### src/include/irqcfg_pkg.sv
// Constants for the interrupt pin and trigger configuration block.
// Assumes one 100 MHz clock and an 8-bit register port.
package irqcfg_pkg;
   // ****************************************************************
   // Register offsets
   // ****************************************************************
   localparam logic [7:0] ADDR_CFG4 = 8'h18;
   localparam logic [7:0] ADDR_MAP = 8'h20;
   localparam logic [7:0] ADDR_STAT = 8'h21;
   localparam logic [7:0] ADDR_MASK = 8'h22;
   localparam logic [7:0] ADDR_SYS = 8'h23;
   // ****************************************************************
   // Field positions and reset values
   // ****************************************************************
   localparam int CFG_POL = 0;
   localparam int CFG_DRV = 1;
   localparam int CFG_TPS = 2;
   localparam int CFG_RPE = 3;
   localparam int CFG_TAM = 7;
   localparam logic [7:0] CFG4_RST = 8'h01;
   localparam int NEV = 4;
   localparam int EV_DRDY = 0;
   localparam int EV_TRIG = 1;
   localparam int EV_EXT = 2;
   localparam logic [NEV-1:0] EV_RST = 4'h0;
   localparam int SYS_TRIG = 0;
   localparam int SYS_BUSY = 1;
   // ****************************************************************
   // Timing
   // ****************************************************************
   localparam int CLK_MHZ = 100;
   localparam int PULSE_US = 32;
   localparam int PULSE_CYC = PULSE_US * CLK_MHZ;
   localparam logic [11:0] PULSE_LOAD = 12'(PULSE_CYC - 1);
   typedef enum logic {AQ_IDLE, AQ_WAIT} irqcfg_acq_e;
endpackage
### src/include/irqcfg_pad_if.sv
// Carrier between the control logic and one interrupt pin driver.
// Assumes both ends share the system clock.
`timescale 1ns/1ns
interface irqcfg_pad_if;
   logic assert_lvl;
   logic active_high;
   logic open_drv;
   logic input_mode;
   logic pin_o;
   logic pin_oe;
   modport ctl (
      output assert_lvl, active_high, open_drv, input_mode,
      input pin_o, pin_oe
   );
   modport drv (
      input assert_lvl, active_high, open_drv, input_mode,
      output pin_o, pin_oe
   );
endinterface

### src/hdl/irqcfg_pad.sv
// Interrupt pin driver: polarity, push-pull or open drive, input mode.
// Assumes the enclosing wire resolves level from pin_o and pin_oe.
`timescale 1ns/1ns
module irqcfg_pad (
   // Clock and reset
   input wire logic i_sys_clk,
   input wire logic i_sys_rst,
   // Pin control
   irqcfg_pad_if.drv p
);
   import irqcfg_pkg::*;
   typedef struct packed {
      logic o;
      logic oe;
   } irqcfg_pad_s;
   irqcfg_pad_s r, n;

   always_comb
   begin
      n.o = p.assert_lvl ~^ p.active_high;
      n.oe = 1'b1;
      if (p.input_mode)
         n.oe = 1'b0;
      else if (p.open_drv)
      begin
         n.o = p.active_high;
         n.oe = p.assert_lvl;
      end
   end

   always_ff @(posedge i_sys_clk or posedge i_sys_rst)
   begin
      if (i_sys_rst)
         r <= '0;
      else
         r <= n;
   end

   assign p.pin_o = r.o;
   assign p.pin_oe = r.oe;
endmodule

### src/hdl/irqcfg_sync.sv
// Three-stage pin synchroniser with stable level and rise pulse.
// Assumes the pin is asynchronous to i_sys_clk.
`timescale 1ns/1ns
module irqcfg_sync (
   // Clock and reset
   input wire logic i_sys_clk,
   input wire logic i_sys_rst,
   // Pin and result
   input wire logic i_pin,
   output logic o_level,
   output logic o_rise
);
   import irqcfg_pkg::*;
   typedef struct packed {
      logic s1;
      logic s2;
      logic s3;
      logic lvl;
      logic rise;
   } irqcfg_sync_s;
   irqcfg_sync_s r, n;

   always_comb
   begin
      n = r;
      n.s1 = i_pin;
      n.s2 = r.s1;
      n.s3 = r.s2;
      n.rise = 1'b0;
      // Change counts once stages two and three agree
      if (r.s2 == r.s3)
      begin
         n.lvl = r.s3;
         n.rise = r.s3 & ~r.lvl;
      end
   end

   always_ff @(posedge i_sys_clk or posedge i_sys_rst)
   begin
      if (i_sys_rst)
         r <= '0;
      else
         r <= n;
   end

   assign o_level = r.lvl;
   assign o_rise = r.rise;
endmodule

### src/hdl/irqcfg_top.sv
// Interrupt pin and external trigger configuration for the sensor.
// Assumes a same-clock register port and a datapath that acknowledges
// each started acquisition with a done pulse.
//
// Our own choice: the strobed register port.
`timescale 1ns/1ns
module irqcfg_top (
   // Clock and resets
   input wire logic i_sys_clk,
   input wire logic i_sys_rst,
   input wire logic i_soft_rst,
   input wire logic i_hibernate,
   // Register port
   input wire logic [7:0] i_addr,
   input wire logic [7:0] i_wr_data,
   input wire logic i_wr_en,
   input wire logic i_rd_en,
   output logic [7:0] o_rd_data,
   // Pins
   input wire logic i_boot_strap,
   input wire logic i_irq_two_in,
   output logic o_irq_one_o,
   output logic o_irq_one_oe,
   output logic o_irq_two_o,
   output logic o_irq_two_oe,
   // Acquisition datapath
   input wire logic [7:0] i_decim,
   input wire logic i_acq_done,
   input wire logic i_buf_off,
   input wire logic [irqcfg_pkg::NEV-irqcfg_pkg::EV_EXT-1:0] i_ext_evt,
   output logic o_acq_start,
   output logic o_trig_mode,
   // Interrupt
   output logic o_irq
);
   import irqcfg_pkg::*;

   // ****************************************************************
   // State
   // ****************************************************************
   typedef struct packed {
      logic [7:0] cfg;
      logic [NEV-1:0] map;
      logic [NEV-1:0] stat;
      logic [NEV-1:0] mask;
      logic [7:0] rdata;
      logic [8:0] cnt;
      irqcfg_acq_e st;
      logic [11:0] pcnt;
      logic pulse;
      logic start;
      logic irq;
      logic [1:0] sys;
   } irqcfg_top_s;

   localparam irqcfg_top_s RST_STATE = '{
      cfg: CFG4_RST,
      map: EV_RST,
      stat: EV_RST,
      mask: EV_RST,
      rdata: 8'h00,
      cnt: 9'h000,
      st: AQ_IDLE,
      pcnt: 12'h000,
      pulse: 1'b0,
      start: 1'b0,
      irq: 1'b0,
      sys: 2'h0
   };

   irqcfg_top_s r, n;

   function automatic logic hit(input logic [7:0] a,
                                input logic [7:0] off);
      hit = (a == off);
   endfunction

   // ****************************************************************
   // Pin synchronisers
   // ****************************************************************
   logic bt_lvl;
   logic two_rise;

   irqcfg_sync u_sync_bt (
      .i_sys_clk(i_sys_clk),
      .i_sys_rst(i_sys_rst),
      .i_pin(i_boot_strap),
      .o_level(bt_lvl),
      .o_rise()
   );

   irqcfg_sync u_sync_two (
      .i_sys_clk(i_sys_clk),
      .i_sys_rst(i_sys_rst),
      .i_pin(i_irq_two_in),
      .o_level(),
      .o_rise(two_rise)
   );

   // ****************************************************************
   // Effective pin settings
   // ****************************************************************
   logic trig_en;
   logic act_high;
   logic open_drv;
   logic pulse_en;
   logic [NEV-1:0] pend;
   logic [NEV-1:0] pin_ev;

   always_comb
   begin
      trig_en = r.cfg[CFG_TPS] & ~bt_lvl;
      act_high = r.cfg[CFG_POL] & ~bt_lvl;
      open_drv = r.cfg[CFG_DRV] | bt_lvl;
      // Pulse option has no effect in strap mode
      pulse_en = r.cfg[CFG_RPE] & ~bt_lvl;
      pend = r.stat & r.mask;
      pin_ev = pend;
      // Pulse replaces the held level, still OR'd with the rest
      if (pulse_en)
         pin_ev[EV_DRDY] = r.pulse;
   end

   irqcfg_pad_if pad_one ();
   irqcfg_pad_if pad_two ();

   always_comb
   begin
      pad_one.assert_lvl = |(pin_ev & ~r.map);
      pad_one.active_high = act_high;
      pad_one.open_drv = open_drv;
      pad_one.input_mode = 1'b0;
      // Routing to pin two is dropped while it is a trigger input
      pad_two.assert_lvl = |(pin_ev & r.map) & ~trig_en;
      pad_two.active_high = act_high;
      pad_two.open_drv = open_drv;
      pad_two.input_mode = trig_en;
   end

   irqcfg_pad u_pad_one (
      .i_sys_clk(i_sys_clk),
      .i_sys_rst(i_sys_rst),
      .p(pad_one.drv)
   );

   irqcfg_pad u_pad_two (
      .i_sys_clk(i_sys_clk),
      .i_sys_rst(i_sys_rst),
      .p(pad_two.drv)
   );

   // ****************************************************************
   // Next state
   // ****************************************************************
   logic trig_ev;
   logic [8:0] dec;
   logic last;
   logic complete;
   logic [NEV-1:0] set;
   logic [NEV-1:0] clr;

   always_comb
   begin
      n = r;
      n.start = 1'b0;
      n.rdata = 8'h00;
      complete = 1'b0;
      trig_ev = trig_en & two_rise;
      // Decimation of zero behaves as one
      dec = (i_decim == 8'h00) ? 9'h001 : {1'b0, i_decim};
      last = (r.cnt + 9'h001) >= dec;

      // Register reads
      if (i_rd_en)
      begin
         if (hit(i_addr, ADDR_CFG4))
            n.rdata = r.cfg;
         else if (hit(i_addr, ADDR_MAP))
            n.rdata = {4'h0, r.map};
         else if (hit(i_addr, ADDR_STAT))
            n.rdata = {4'h0, r.stat};
         else if (hit(i_addr, ADDR_MASK))
            n.rdata = {4'h0, r.mask};
         else if (hit(i_addr, ADDR_SYS))
            n.rdata = {6'h00, r.sys};
      end

      // Register writes
      if (i_wr_en && hit(i_addr, ADDR_CFG4))
         n.cfg = i_wr_data;
      if (i_wr_en && hit(i_addr, ADDR_MAP))
         n.map = i_wr_data[NEV-1:0];
      if (i_wr_en && hit(i_addr, ADDR_MASK))
         n.mask = i_wr_data[NEV-1:0];
      clr = (i_wr_en && hit(i_addr, ADDR_STAT)) ?
         i_wr_data[NEV-1:0] : EV_RST;

      // Acquisition sequencing
      unique case (r.st)
         AQ_IDLE:
         begin
            if (trig_ev)
            begin
               n.start = 1'b1;
               n.st = AQ_WAIT;
            end
         end
         AQ_WAIT:
         begin
            if (i_acq_done)
            begin
               if (last)
               begin
                  n.cnt = 9'h000;
                  n.st = AQ_IDLE;
                  complete = 1'b1;
               end
               else
               begin
                  n.cnt = r.cnt + 9'h001;
                  // Mode 1 chains the rest without another edge
                  if (r.cfg[CFG_TAM])
                     n.start = 1'b1;
                  else
                     n.st = AQ_IDLE;
               end
            end
         end
      endcase
      // Dropping trigger mode while idle abandons a partial result
      if (!trig_en && r.st == AQ_IDLE)
         n.cnt = 9'h000;

      // Sticky events, a new event beats a same-cycle clear
      set = EV_RST;
      set[EV_DRDY] = complete & i_buf_off;
      set[EV_TRIG] = trig_ev;
      set[NEV-1:EV_EXT] = i_ext_evt;
      n.stat = (r.stat & ~clr) | set;

      // Data-ready pulse timer
      if (set[EV_DRDY] && pulse_en)
      begin
         n.pulse = 1'b1;
         n.pcnt = PULSE_LOAD;
      end
      else if (r.pulse)
      begin
         if (r.pcnt == 12'h000)
            n.pulse = 1'b0;
         else
            n.pcnt = r.pcnt - 12'h001;
      end

      n.sys[SYS_TRIG] = trig_en;
      n.sys[SYS_BUSY] = (n.st == AQ_WAIT);
      n.irq = |((r.stat & ~clr | set) & n.mask);

      // Soft reset keeps driver type and polarity
      if (i_soft_rst)
      begin
         n = RST_STATE;
         n.cfg[CFG_DRV] = r.cfg[CFG_DRV];
         n.cfg[CFG_POL] = r.cfg[CFG_POL];
      end
      if (i_hibernate)
         n = RST_STATE;
   end

   always_ff @(posedge i_sys_clk or posedge i_sys_rst)
   begin
      if (i_sys_rst)
         r <= RST_STATE;
      else
         r <= n;
   end

   // ****************************************************************
   // Outputs
   // ****************************************************************
   assign o_rd_data = r.rdata;
   assign o_acq_start = r.start;
   assign o_trig_mode = r.sys[SYS_TRIG];
   assign o_irq = r.irq;
   assign o_irq_one_o = pad_one.pin_o;
   assign o_irq_one_oe = pad_one.pin_oe;
   assign o_irq_two_o = pad_two.pin_o;
   assign o_irq_two_oe = pad_two.pin_oe;
endmodule

### config.mk
export PLATFORM = sky130hd
export DESIGN_NAME = irqcfg_top
export DESIGN_NICKNAME = d
export VERILOG_FILES = /design/src/include/irqcfg_pkg.sv /design/src/include/irqcfg_pad_if.sv /design/src/hdl/irqcfg_pad.sv /design/src/hdl/irqcfg_sync.sv /design/src/hdl/irqcfg_top.sv
export SDC_FILE = /design/constraint.sdc
export NUM_CORES = 1
export LEC_CHECK = 0
export BUFFER_PORTS_ARGS = -buffer_cell sky130_fd_sc_hd__buf_2
export CAP_MARGIN = 20
export CORE_ASPECT_RATIO = 1.25
export CORE_UTILIZATION = 57
export CTS_CLUSTER_DIAMETER = 30
export CTS_CLUSTER_SIZE = 30
export DETAILED_ROUTE_END_ITERATION = 8
export HOLD_SLACK_MARGIN = 0.08
export PLACE_DENSITY = 0.78
export REMOVE_ABC_BUFFERS = 1
export SYNTH_ARGS = -nofsm -noshare
export SYNTH_HDL_FRONTEND = slang
export SYNTH_SLANG_ARGS = --single-unit
### constraint.sdc
create_clock -name i_sys_clk -period 4.05 [get_ports i_sys_clk]
set_input_delay 0.405 -clock i_sys_clk [delete_from_list [all_inputs] [get_ports i_sys_clk]]
set_output_delay 0.405 -clock i_sys_clk [all_outputs]
set_load 0.01 [all_outputs]
# Word level (Yosys, flattened, before mapping)
# Index checks and enable logic that the tools add are counted.
# Widths: inputs -> output; s select.
# op_classes
addsub,2
n_lt_le_gt_ge,1
eq_ne,9
n_mux,36
bitwise,22
n_reduce_logical,21
# ops
operator,count
$mux 55,2
$eq 8x6->1 const B,4
$mux 8,4
$mux 13,2
$mux 4,6
$and 4x4->4,5
$mux 10,2
$mux 9,2
$logic_not 12->1,1
$mux 1,12
$mux 12,1
$reduce_bool 4->1,3
$reduce_or 4->1,3
$sub 12x1->12 const B,1
$add 9x1->9 const B,1
$ge 9x8->1,1
$eq 8x5->1 const B,1
$logic_not 8->1,1
$not 4->4,2
$and 1x1->1,7
$logic_and 1x1->1,6
$mux 2,3
$reduce_and 2->1,3
$reduce_bool 3->1,2
other kinds (10),16
# totals
reg_bits,68
output_inout_bits,15
wordCells,117

# Depth between registers and ports, before layout
# Gate-level depths: netlist of run 1.
# logic_depth
ltp_word,12
depth_mapped,12
mapped_depth_nobuf,11

# Hierarchy
# From an unflattened synthesis of run 1, not the netlist that was laid out.
# unflattened
cells_unflattened,368
hier_area_um2,3569.7
# modules_own_cells
module,n_inst,cells_per_inst,area_per_inst_um2,seq_area_each_um2
irqcfg_top,1,336,3101.7,1352.5
irqcfg_sync,2,8,150.1,125.1
irqcfg_pad,2,8,83.8,50.0

# Worst setup path after synthesis of run 1
# OpenSTA, ideal clock, no wires.
# synth_timing
path_type,flip-flop to flip-flop
start,reg r[18] (netlist bit)
end,reg r[23] (netlist bit)
arrival_ns,2.811
required_time_ns,3.984
slack_ns,1.173
path_stages_with_launch,12
synth_period_minus_slack_ns,2.877
cell_sequence,dfrtp_1 -> ha_1 -> and4_4 -> nand2_1 -> xnor2_1 -> ha_1 -> o21ai_0 -> or2b_2 -> and2_2 -> a2111oi_4 -> a21o_1 -> a22o_1
# synth_via
elab_chain_cells,8
# synth_rtl
item,line_no,rtl
"start, declared",irqcfg_top.sv:71,"irqcfg_top_s r, n;"
"start signal, assigned",irqcfg_top.sv:275,r <= n;
$add 9x1->9 *,"irqcfg_top.sv:171, irqcfg_top.sv:220",
$ge 9x8->1,irqcfg_top.sv:171,last = (r.cnt + 9'h001) >= dec;
$mux 10 *,irqcfg_top.sv:212,if (last)
$mux 10 *,irqcfg_top.sv:210,if (i_acq_done)
$mux 9 *,irqcfg_top.sv:199,unique case (r.st)
$mux 9 *,irqcfg_top.sv:231,if (!trig_en && r.st == AQ_IDLE)
$mux 55 *,irqcfg_top.sv:260,if (i_soft_rst)
$mux 55 *,irqcfg_top.sv:266,if (i_hibernate)
# Mark *: on every way between the ends. The rest lies on a longest branch, timed or not. The select of a mux whose other input is x is not followed.
# A chain may end at the register's enable or synchronous reset.

# Worst setup path after layout of run 1
# layout_timing
start,reg r[18] (netlist bit)
end,reg r[24] (netlist bit)
# The elaborated chain is that of the path after synthesis.

==> impl_metrics.yaml, run 1 <==
finish:
  layout_common_cells: "66 x dfrtp_1, 50 x buf_2, 37 x nor2_1, 25 x a21oi_1, 24 x nand2_1"
  drive_gt1_frac: 0.251
  areaGrowthSynthToFinish_pct: 14.5
  design_area_um2: 4090
  final_common_cell: "dfrtp_1"
  nets: 439
  instances_no_fill: 480
  diodes: 0
die:
  rows: 31
  dieWidth_um: 72.8
  initial_core_util: 0.605
  fp.dieH_um: 90.4
  core_um2: 5900
  pin_count: 51
  dieArea_um2: 6580
synthesis:
  synthDistinctLibCells: 60
  ys_seq_area_frac: 0.470
  synth_top_area_cell: "dfrtp_1"
  syn_inst: 349
  ys_seq_elements: 67
  synth-edff-count: 0
  synth_area_per_cell_um2: 10.2
  yosysWarnings: 0
  ys_top_cells_by_area: "dfrtp_1 46%, nor2_1 3.9%, a21oi_1 3.5%, ha_1 3.5%, mux2i_1 3.4%"
  yosysTopAreaCellShare: 0.463
  async_reset_ff_frac: 1.00
  synthFlopType: "dfrtp_1"
  netlist_area_um2: 3570
placed_design:
  placedInstanceArea_um2: 3800
  portBuffers: 50
  hpwl_um: 5260
  place_inst: 462
  gp_congestion: 0.880
power:
  p_leak_nw: 2.03
  peakVddDrop_mv: 0.360
  power_density_nw_per_um2: 356
critical_path:
  worstPathRequired_ns: 4.32
  arrival_ns: 3.53
  cp.buffers_inverters: 0
  cpLargestDelayFamily: "simple AND/OR/NAND/NOR gates"
  worst-path-max-fanout: 10
  end_kind: "flop"
  cp_common_cell: "ha_1"
  crit_path_start_kind: "flop"
  crit_chain: "ha_1 -> and4_4 -> nand2_1 -> xnor2_1 -> ha_1 -> o21ai_0 -> or2b_2 -> and2_2 -> a2111oi_4 -> nand3_1 -> mux2i_1"
  critical_path_class: "reg2reg"
  crit_slowest_cell: "a2111oi_4"
  cpPeakStageDelay_ns: 0.65
global_routing:
  grt_usage: 0.245
  antenna_found_initial: 0
  grt_pass1_vias: 2653
  gr-total-overflow: 0
  grt_pass1_wl_um: 12300
  grt_max_degree: 49
clock_network:
  cts.sinks: 67
  cts_tree: "yes"
  root_buffer: "clkbuf_8"
  ctsHtreeMaxLevel: 3
  clkTransAtPathRegs_ns: 0.08
  cts_setup_buffers: 0
  cts_buffers: 9
  clockBufferDepth: 2
  worst_skew_pair.late_latency_ns: 0.35
job:
  cap_violations: 0
status:
  status: "finished clean"
timing:
  setup_viol: 0
  skew_ns: 0.00863
  hold_viol_final: 0
  period_minus_slack_ns: 3.26
  slew_headroom: 0.316
  clock.fmax_ghz: 0.307
  period_share: 0.805
  setup_tns_ns: 0
  worst_pin_slew_ns: 1.02
  rsz0062_at_grt: "no"
  slew_viol_final: 0
detailed_routing:
  vias: 2749
  viasPerCell: 5.73
  ant_nets: 0
  drtIter0Drc: 202
  dr.pass1.iters: 5
  wl_per_cell_um: 15.3
  drc: 0
  drt-total-wl_um: 7340
worst_hold_path:
  hold_path.class: "in2reg"
registers in the layout, indices dropped and copies added, names as in the netlist:
register / flops
o_acq_start: 1
u_sync_bt.o_level: 1
u_pad_one.p.pin_o: 1
u_pad_one.p.pin_oe: 1
u_pad_two.p.pin_o: 1
o_trig_mode: 1
o_irq: 1
u_sync_two.r: 1
u_sync_bt.n: 2
u_pad_two.p.pin_oe: 1
u_sync_two.o_rise: 1
u_sync_two.n: 2
r: 43
u_sync_two.o_level: 1
o_rd_data: 8
u_sync_bt.r: 1
final timing paths:
path | cells past startpoint | startpoint | slack, ns | end
setup / recovery | 11 | r[18] | 0.79 | r[24]
hold reg to reg | 0 | u_sync_two.n[3] | 0.36 | u_sync_two.n[2]
hold / removal | 1 | i_irq_two_in | 0.16 | u_sync_two.n[3]
max in group asynchronous | 5 | i_sys_rst | 2.71 | r[47]
setup reg to reg | 11 | r[18] | 0.79 | r[24]
min in group asynchronous | 3 | i_sys_rst | 0.50 | r[10]
Yosys cell counts (all sizes together), types with 2 or more instances:
cell,count
inv,16
nor3,5
nand3,18
nor2,37
dfrtp,66
o31a,4
xor2,4
xnor2,8
and4,2
mux2i,13
and3,11
maj3,2
a31oi,2
buf,10
ha,10
nor2b,2
a41o,2
o21ai,7
or2,2
nor4,3
and2,6
or3,6
a22oi,6
nand2b,5
nand2,24
or2b,2
a21o,3
a22o,5
mux4,2
clkbuf,9
a21oi,31
nor3b,2
mux2,3
a211oi,2
and3b,2
report_power, final:
| group | switching (mW) | total [mW] | internal [mW] | leakage, nW |
|---|---|---|---|---|
| Combinational | 0.0460 | 0.0751 | 0.0291 | 0.998 |
| Clock | 0.269 | 0.696 | 0.427 | 0.126 |
| Sequential | 0.00630 | 0.683 | 0.677 | 0.908 |
timing repair:
item / CTS / global route
hold buffers: 0 / 1
resized for setup: 0 / 0
hold endpoints to repair: 0 / 6
per-layer routing:
layer	GRT usage	vias up	part of all wire
met4	0.141	0	0.019
met3	0.0413	12	0.040
met1	0.328	1336	0.44
met2	0.374	82	0.50
met5	0	-	0
li1	-	1319	-
area by class of cell:
type                       count  area (µm²)
inverter                      16        60.1
multi-input combinational    246        1710
sequential                    67        1680
clock inverter                 6         113
tap                           82         103
clock buffer                  10         138
fill                         458        1810
timing repair buffer          53         288
through the flow:
stage | setup WS [ns] | hold slack, ns | total power, mW | util
2_1_floorplan | 1.17 | 0.331 | 0.730 | -
3_3_place_gp | 0.993 | 0.336 | 0.767 | 0.645
3_5_place_dp | 0.862 | 0.350 | 0.769 | 0.645
4_1_cts | 0.834 | 0.149 | 1.46 | 0.688
5_1_grt | 0.637 | 0.148 | 1.50 | 0.693
6_report | 0.790 | 0.162 | 1.45 | 0.693
logic make-up (layout without fill, tap and decap cells):
logic type / count (synthesis) / count (layout) / synth area share
flops: 67 / 67 / 0.470
buf+inv: 36 / 85 / 0.0512
xor+xnor: 12 / 12 / 0.0295
simple gates: 131 / 131 / 0.195
mux: 18 / 18 / 0.0621
fa+ha+maj: 12 / 12 / 0.0407
compound gates: 73 / 73 / 0.151
Power figures use the tool's default switching activity.
==> run 2, diff against run 1 <==
--- a/config.mk
+++ b/config.mk
@@ -8,12 +8,12 @@
 export BUFFER_PORTS_ARGS = -buffer_cell sky130_fd_sc_hd__buf_2
 export CAP_MARGIN = 20
 export CORE_ASPECT_RATIO = 1.25
-export CORE_UTILIZATION = 57
+export CORE_UTILIZATION = 52
 export CTS_CLUSTER_DIAMETER = 30
 export CTS_CLUSTER_SIZE = 30
 export DETAILED_ROUTE_END_ITERATION = 8
 export HOLD_SLACK_MARGIN = 0.08
-export PLACE_DENSITY = 0.78
+export PLACE_DENSITY = 0.75
 export REMOVE_ABC_BUFFERS = 1
 export SYNTH_ARGS = -nofsm -noshare
 export SYNTH_HDL_FRONTEND = slang
==> constraint.sdc (replaced) <==
create_clock -name i_sys_clk -period 2.7 [get_ports i_sys_clk]
set_input_delay 0.27 -clock i_sys_clk [delete_from_list [all_inputs] [get_ports i_sys_clk]]
set_output_delay 0.27 -clock i_sys_clk [all_outputs]
set_load 0.01 [all_outputs]
==> impl_metrics.yaml, run 2 (same netlist as run 1, synthesis figures left out) <==
timing:
  worst_pin_slew_ns: 0.595
  slew_headroom: 0.602
  period_minus_slack_ns: 2.71
  slew_viol_final: 0
  clock.fmax_ghz: 0.369
  period_share: 1.00
  hold_viol_final: 0
  setup_slack_ns: -0.0102
  setup_viol: 1
  skew_ns: 0.00860
  rsz0062_at_grt: "yes"
finish:
  drive_gt1_frac: 0.291
  final_common_cell: "dfrtp_1"
  largest_reg_flops: 43
  layout_common_cells: "66 x dfrtp_1, 51 x buf_2, 36 x nor2_1, 24 x a21oi_1, 23 x nand2_1"
  nets: 455
  design_area_um2: 4230
  final_util: 0.641
  regMostFlops: "r"
  areaGrowthSynthToFinish_pct: 18.7
  diodes: 0
job:
  cap_violations: 0
detailed_routing:
  drc: 0
  dr.pass1.iters: 4
  viasPerCell: 5.56
  ant_nets: 0
  wl_per_cell_um: 15.4
  drt-total-wl_um: 7700
  drtIter0Drc: 119
  vias: 2778
die:
  initial_core_util: 0.540
  fp.dieH_um: 94.6
  dieWidth_um: 76.1
  rows: 33
  pin_count: 51
  core_um2: 6610
  dieArea_um2: 7200
placed_design:
  placedInstanceArea_um2: 3910
  gp_congestion: 0.852
  hpwl_um: 5600
  portBuffers: 50
global_routing:
  top_usage_layer: "met2"
  grt_pass1_vias: 2779
  grt_usage: 0.232
  use_met2: 0.405
  grt_pass1_wl_um: 12800
  grt_max_degree: 29
  antenna_found_initial: 0
  met1_usage: 0.275
  gr-total-overflow: 0
  grt_use_met3: 0.0502
power:
  peakVddDrop_mv: 0.304
  p_leak_nw: 2.13
  power_density_nw_per_um2: 505
  total_power_mw: 2.14
critical_path:
  worst-path-max-fanout: 5
  cpPeakStageDelay_ns: 0.39
  cp.buffers_inverters: 1
  end_kind: "flop"
  cpLargestDelayFamily: "simple AND/OR/NAND/NOR gates"
  crit_chain: "ha_2 -> and4_4 -> nand2_4 -> xnor2_2 -> ha_1 -> o21ai_1 -> or2b_4 -> and2_4 -> a2111oi_4 -> buf_6 -> a21oi_1 -> mux2i_1"
  worstPathRequired_ns: 2.97
  arrival_ns: 2.98
  critical_path_class: "reg2reg"
  crit_slowest_cell: "a2111oi_4"
  crit_path_start_kind: "flop"
clock_network:
  cts_buffers: 9
  root_buffer: "clkbuf_8"
  worst_skew_pair.late_latency_ns: 0.34
  ctsHtreeMaxLevel: 3
  clockBufferDepth: 2
  cts_tree: "yes"
  clkTransAtPathRegs_ns: 0.07
  cts.sinks: 67
status:
  failed_checks: "negative setup slack"
  status: "finished with violations"
worst_hold_path:
  hold_path.class: "in2reg"
==> run 2: through the flow <==
step | setup slack (ns) | std cells | setup TNS, ns | hold WS [ns]
3_3_place_gp | 0.00785 | 480 | 0 | 0.334
3_5_place_dp | -0.0836 | 480 | -0.243 | 0.338
5_1_grt | -0.114 | 500 | -0.426 | 0.108
4_1_cts | 0.00601 | 499 | 0 | 0.106
2_1_floorplan | -0.176 | 329 | -0.812 | 0.301
6_report | -0.0102 | 500 | -0.0102 | 0.121
==> run 2: worst paths after layout <==
| path | from | endpoint | slack (ns) | cells after the start |
|---|---|---|---|---|
| max | r[19] | r[24] | -0.01 | 12 |
| min | i_hibernate | r[48] | 0.12 | 2 |
| max reg2reg | r[19] | r[24] | -0.01 | 12 |
| min reg2reg | u_sync_two.n[3] | u_sync_two.n[2] | 0.35 | 0 |
| max in group asynchronous | i_sys_rst | r[47] | 1.44 | 4 |
| min in group asynchronous | i_sys_rst | r[24] | 0.51 | 3 |
==> run 2: power by group <==
| part | switching [mW] | internal, mW | leakage, nW | total [mW] |
|---|---|---|---|---|
| clock | 0.388 | 0.611 | 0.115 | 0.999 |
| combinational | 0.0705 | 0.0455 | 1.11 | 0.116 |
| sequential | 0.00875 | 1.02 | 0.908 | 1.02 |
==> run 2: final cells by class <==
cell class              count  area [µm²]
fillers                   562        2370
multi-input cells         246        1750
flip-flops and latches     67        1680
repair buffers             69         402
clock buffers               9         124
clock inverters             6         115
well taps                  87         109
inverters                  16        60.1
==> run 2: what timing repair did <==
item	4_1_cts	5_1_grt
hold buffers	3	0
pin swaps	2	7
setup buffers	0	1
cloned	1	0
endpoints found under the setup margin	5	12
hold endpoints to repair	25	0
resized for setup	4	8
==> run 2: layer usage <==
layer	up-vias	routed length, µm
li1	1346	-
met1	1338	3230
met2	82	3900
met3	12	412
met4	0	153
met5	-	0
==> run 3, diff against run 2 <==
--- a/config.mk
+++ b/config.mk
@@ -13,8 +13,10 @@
 export CTS_CLUSTER_SIZE = 30
 export DETAILED_ROUTE_END_ITERATION = 8
 export HOLD_SLACK_MARGIN = 0.08
+export MAX_ROUTING_LAYER = met4
 export PLACE_DENSITY = 0.75
 export REMOVE_ABC_BUFFERS = 1
 export SYNTH_ARGS = -nofsm -noshare
 export SYNTH_HDL_FRONTEND = slang
+export SYNTH_HIERARCHICAL = 1
 export SYNTH_SLANG_ARGS = --single-unit
==> impl_metrics.yaml, run 3 <==
timing:
  worst_pin_slew_ns: 0.572
  period_share: 0.916
  period_minus_slack_ns: 2.47
  clock.fmax_ghz: 0.404
  rsz0062_at_grt: "no"
  slew_viol_final: 0
  setup_slack_ns: 0.226
  slew_headroom: 0.617
  setup_tns_ns: 0
  hold_viol_final: 0
  setup_viol: 0
  skew_ns: 0.00646
clock_network:
  root_buffer: "clkbuf_8"
  cts.sinks: 67
  clkTransAtPathRegs_ns: 0.07
  worst_skew_pair.late_latency_ns: 0.35
  ctsHtreeMaxLevel: 3
  cts_tree: "yes"
  cts_setup_buffers: 0
  cts_buffers: 9
  clockBufferDepth: 2
global_routing:
  grt_pass1_vias: 2688
  gr-total-overflow: 0
  antenna_found_initial: 0
  grt_max_degree: 37
  grt_usage: 0.241
  grt_pass1_wl_um: 12300
finish:
  largest_reg_flops: 43
  final_common_cell: "dfrtp_1"
  drive_gt1_frac: 0.234
  areaGrowthSynthToFinish_pct: 15.4
  layout_common_cells: "66 x dfrtp_1, 50 x buf_2, 37 x a21oi_1, 31 x nor2_1, 30 x nand2_1"
  nets: 468
  regMostFlops: "r"
  fillCellCount: 548
  diodes: 0
placed_design:
  portBuffers: 50
  hpwl_um: 5600
  gp_congestion: 0.916
  post-place-ws_ns: 0.0679
detailed_routing:
  drc: 0
  ant_nets: 0
  drtIter0Drc: 104
  wl_per_cell_um: 14.3
  drt-total-wl_um: 7360
  dr.pass1.iters: 5
  viasPerCell: 5.49
  vias: 2822
power:
  total_power_mw: 2.01
  p_leak_nw: 1.97
  peakVddDrop_mv: 0.283
  power_density_nw_per_um2: 492
die:
  dieWidth_um: 75.7
  fp.dieH_um: 94.2
  pin_count: 51
  dieArea_um2: 7130
  initial_core_util: 0.538
  core_um2: 6570
  rows: 33
critical_path:
  crit_chain: "ha_1 -> nand4_1 -> xnor2_1 -> ha_1 -> o21a_1 -> o21ai_1 -> o21a_1 -> or3b_4 -> and3_1"
  crit_path_start_kind: "flop"
  critical_path_class: "reg2reg"
  cpLargestDelayFamily: "simple AND/OR/NAND/NOR gates"
  end_kind: "flop"
  crit_slowest_cell: "or3b_4"
  worstPathRequired_ns: 2.94
  cp.buffers_inverters: 0
  arrival_ns: 2.71
  cpPeakStageDelay_ns: 0.49
  worst-path-max-fanout: 13
worst_hold_path:
  hold_path.class: "in2reg"
job:
  cap_violations: 0
synthesis:
  synth_area_per_cell_um2: 9.66
  syn_inst: 366
  yosysWarnings: 6
  netlist_area_um2: 3530
status:
  status: "finished clean"
==> run 3: area by class of cell <==
type | instances | area, µm² | share of cell area
flip-flops and latches | 67 | 1680 | 0.411
multi-input cells | 257 | 1640 | 0.402
repair buffers | 64 | 363 | 0.0890
well taps | 87 | 109 | 0.0267
clock inverters | 6 | 63.8 | 0.0156
inverters | 23 | 86.3 | 0.0212
clock buffers | 10 | 138 | 0.0338
==> run 3: layer usage <==
layer,part of all wire,GRT usage
met5,0,-
met4,0.043,0.134
met3,0.040,0.0451
met2,0.49,0.370
met1,0.43,0.294
==> run 3: power breakdown <==
group / total, mW / switching (mW) / internal [mW] / leakage (nW)
logic: 0.139 / 0.0847 / 0.0543 / 0.966
registers: 1.03 / 0.00906 / 1.02 / 0.905
clock network: 0.837 / 0.386 / 0.451 / 0.0987
==> run 3: through the flow <==
stage | utilization | instances | hold slack, ns | instance area, µm²
2_1_floorplan | - | 347 | 0.0112 | 3400
3_3_place_gp | 0.585 | 495 | 0.185 | 3840
3_5_place_dp | 0.585 | 495 | 0.191 | 3840
4_1_cts | 0.621 | 514 | 0.107 | 4080
5_1_grt | 0.621 | 514 | 0.112 | 4080
6_report | 0.621 | 514 | 0.119 | 4080
==> run 3: path summary, 6_finish.rpt <==
path,cells after the start,slack [ns],from,to
min,2,0.12,i_hibernate,r[48]
min in group asynchronous,3,0.37,i_sys_rst,u_pad_two/p.pin_oe
max in group asynchronous,4,1.40,i_sys_rst,o_acq_start
max reg2reg,9,0.23,r[19],r[12]
min reg2reg,0,0.35,u_sync_bt/n[3],u_sync_bt/n[2]
max,9,0.23,r[19],r[12]
==> run 3: timing repair <==
| action | CTS | global route |
|---|---|---|
| resized for setup | 0 | 2 |
| hold buffers | 3 | 0 |
| endpoints found under the hold margin | 32 | 0 |
| setup endpoints to repair | 0 | 14 |
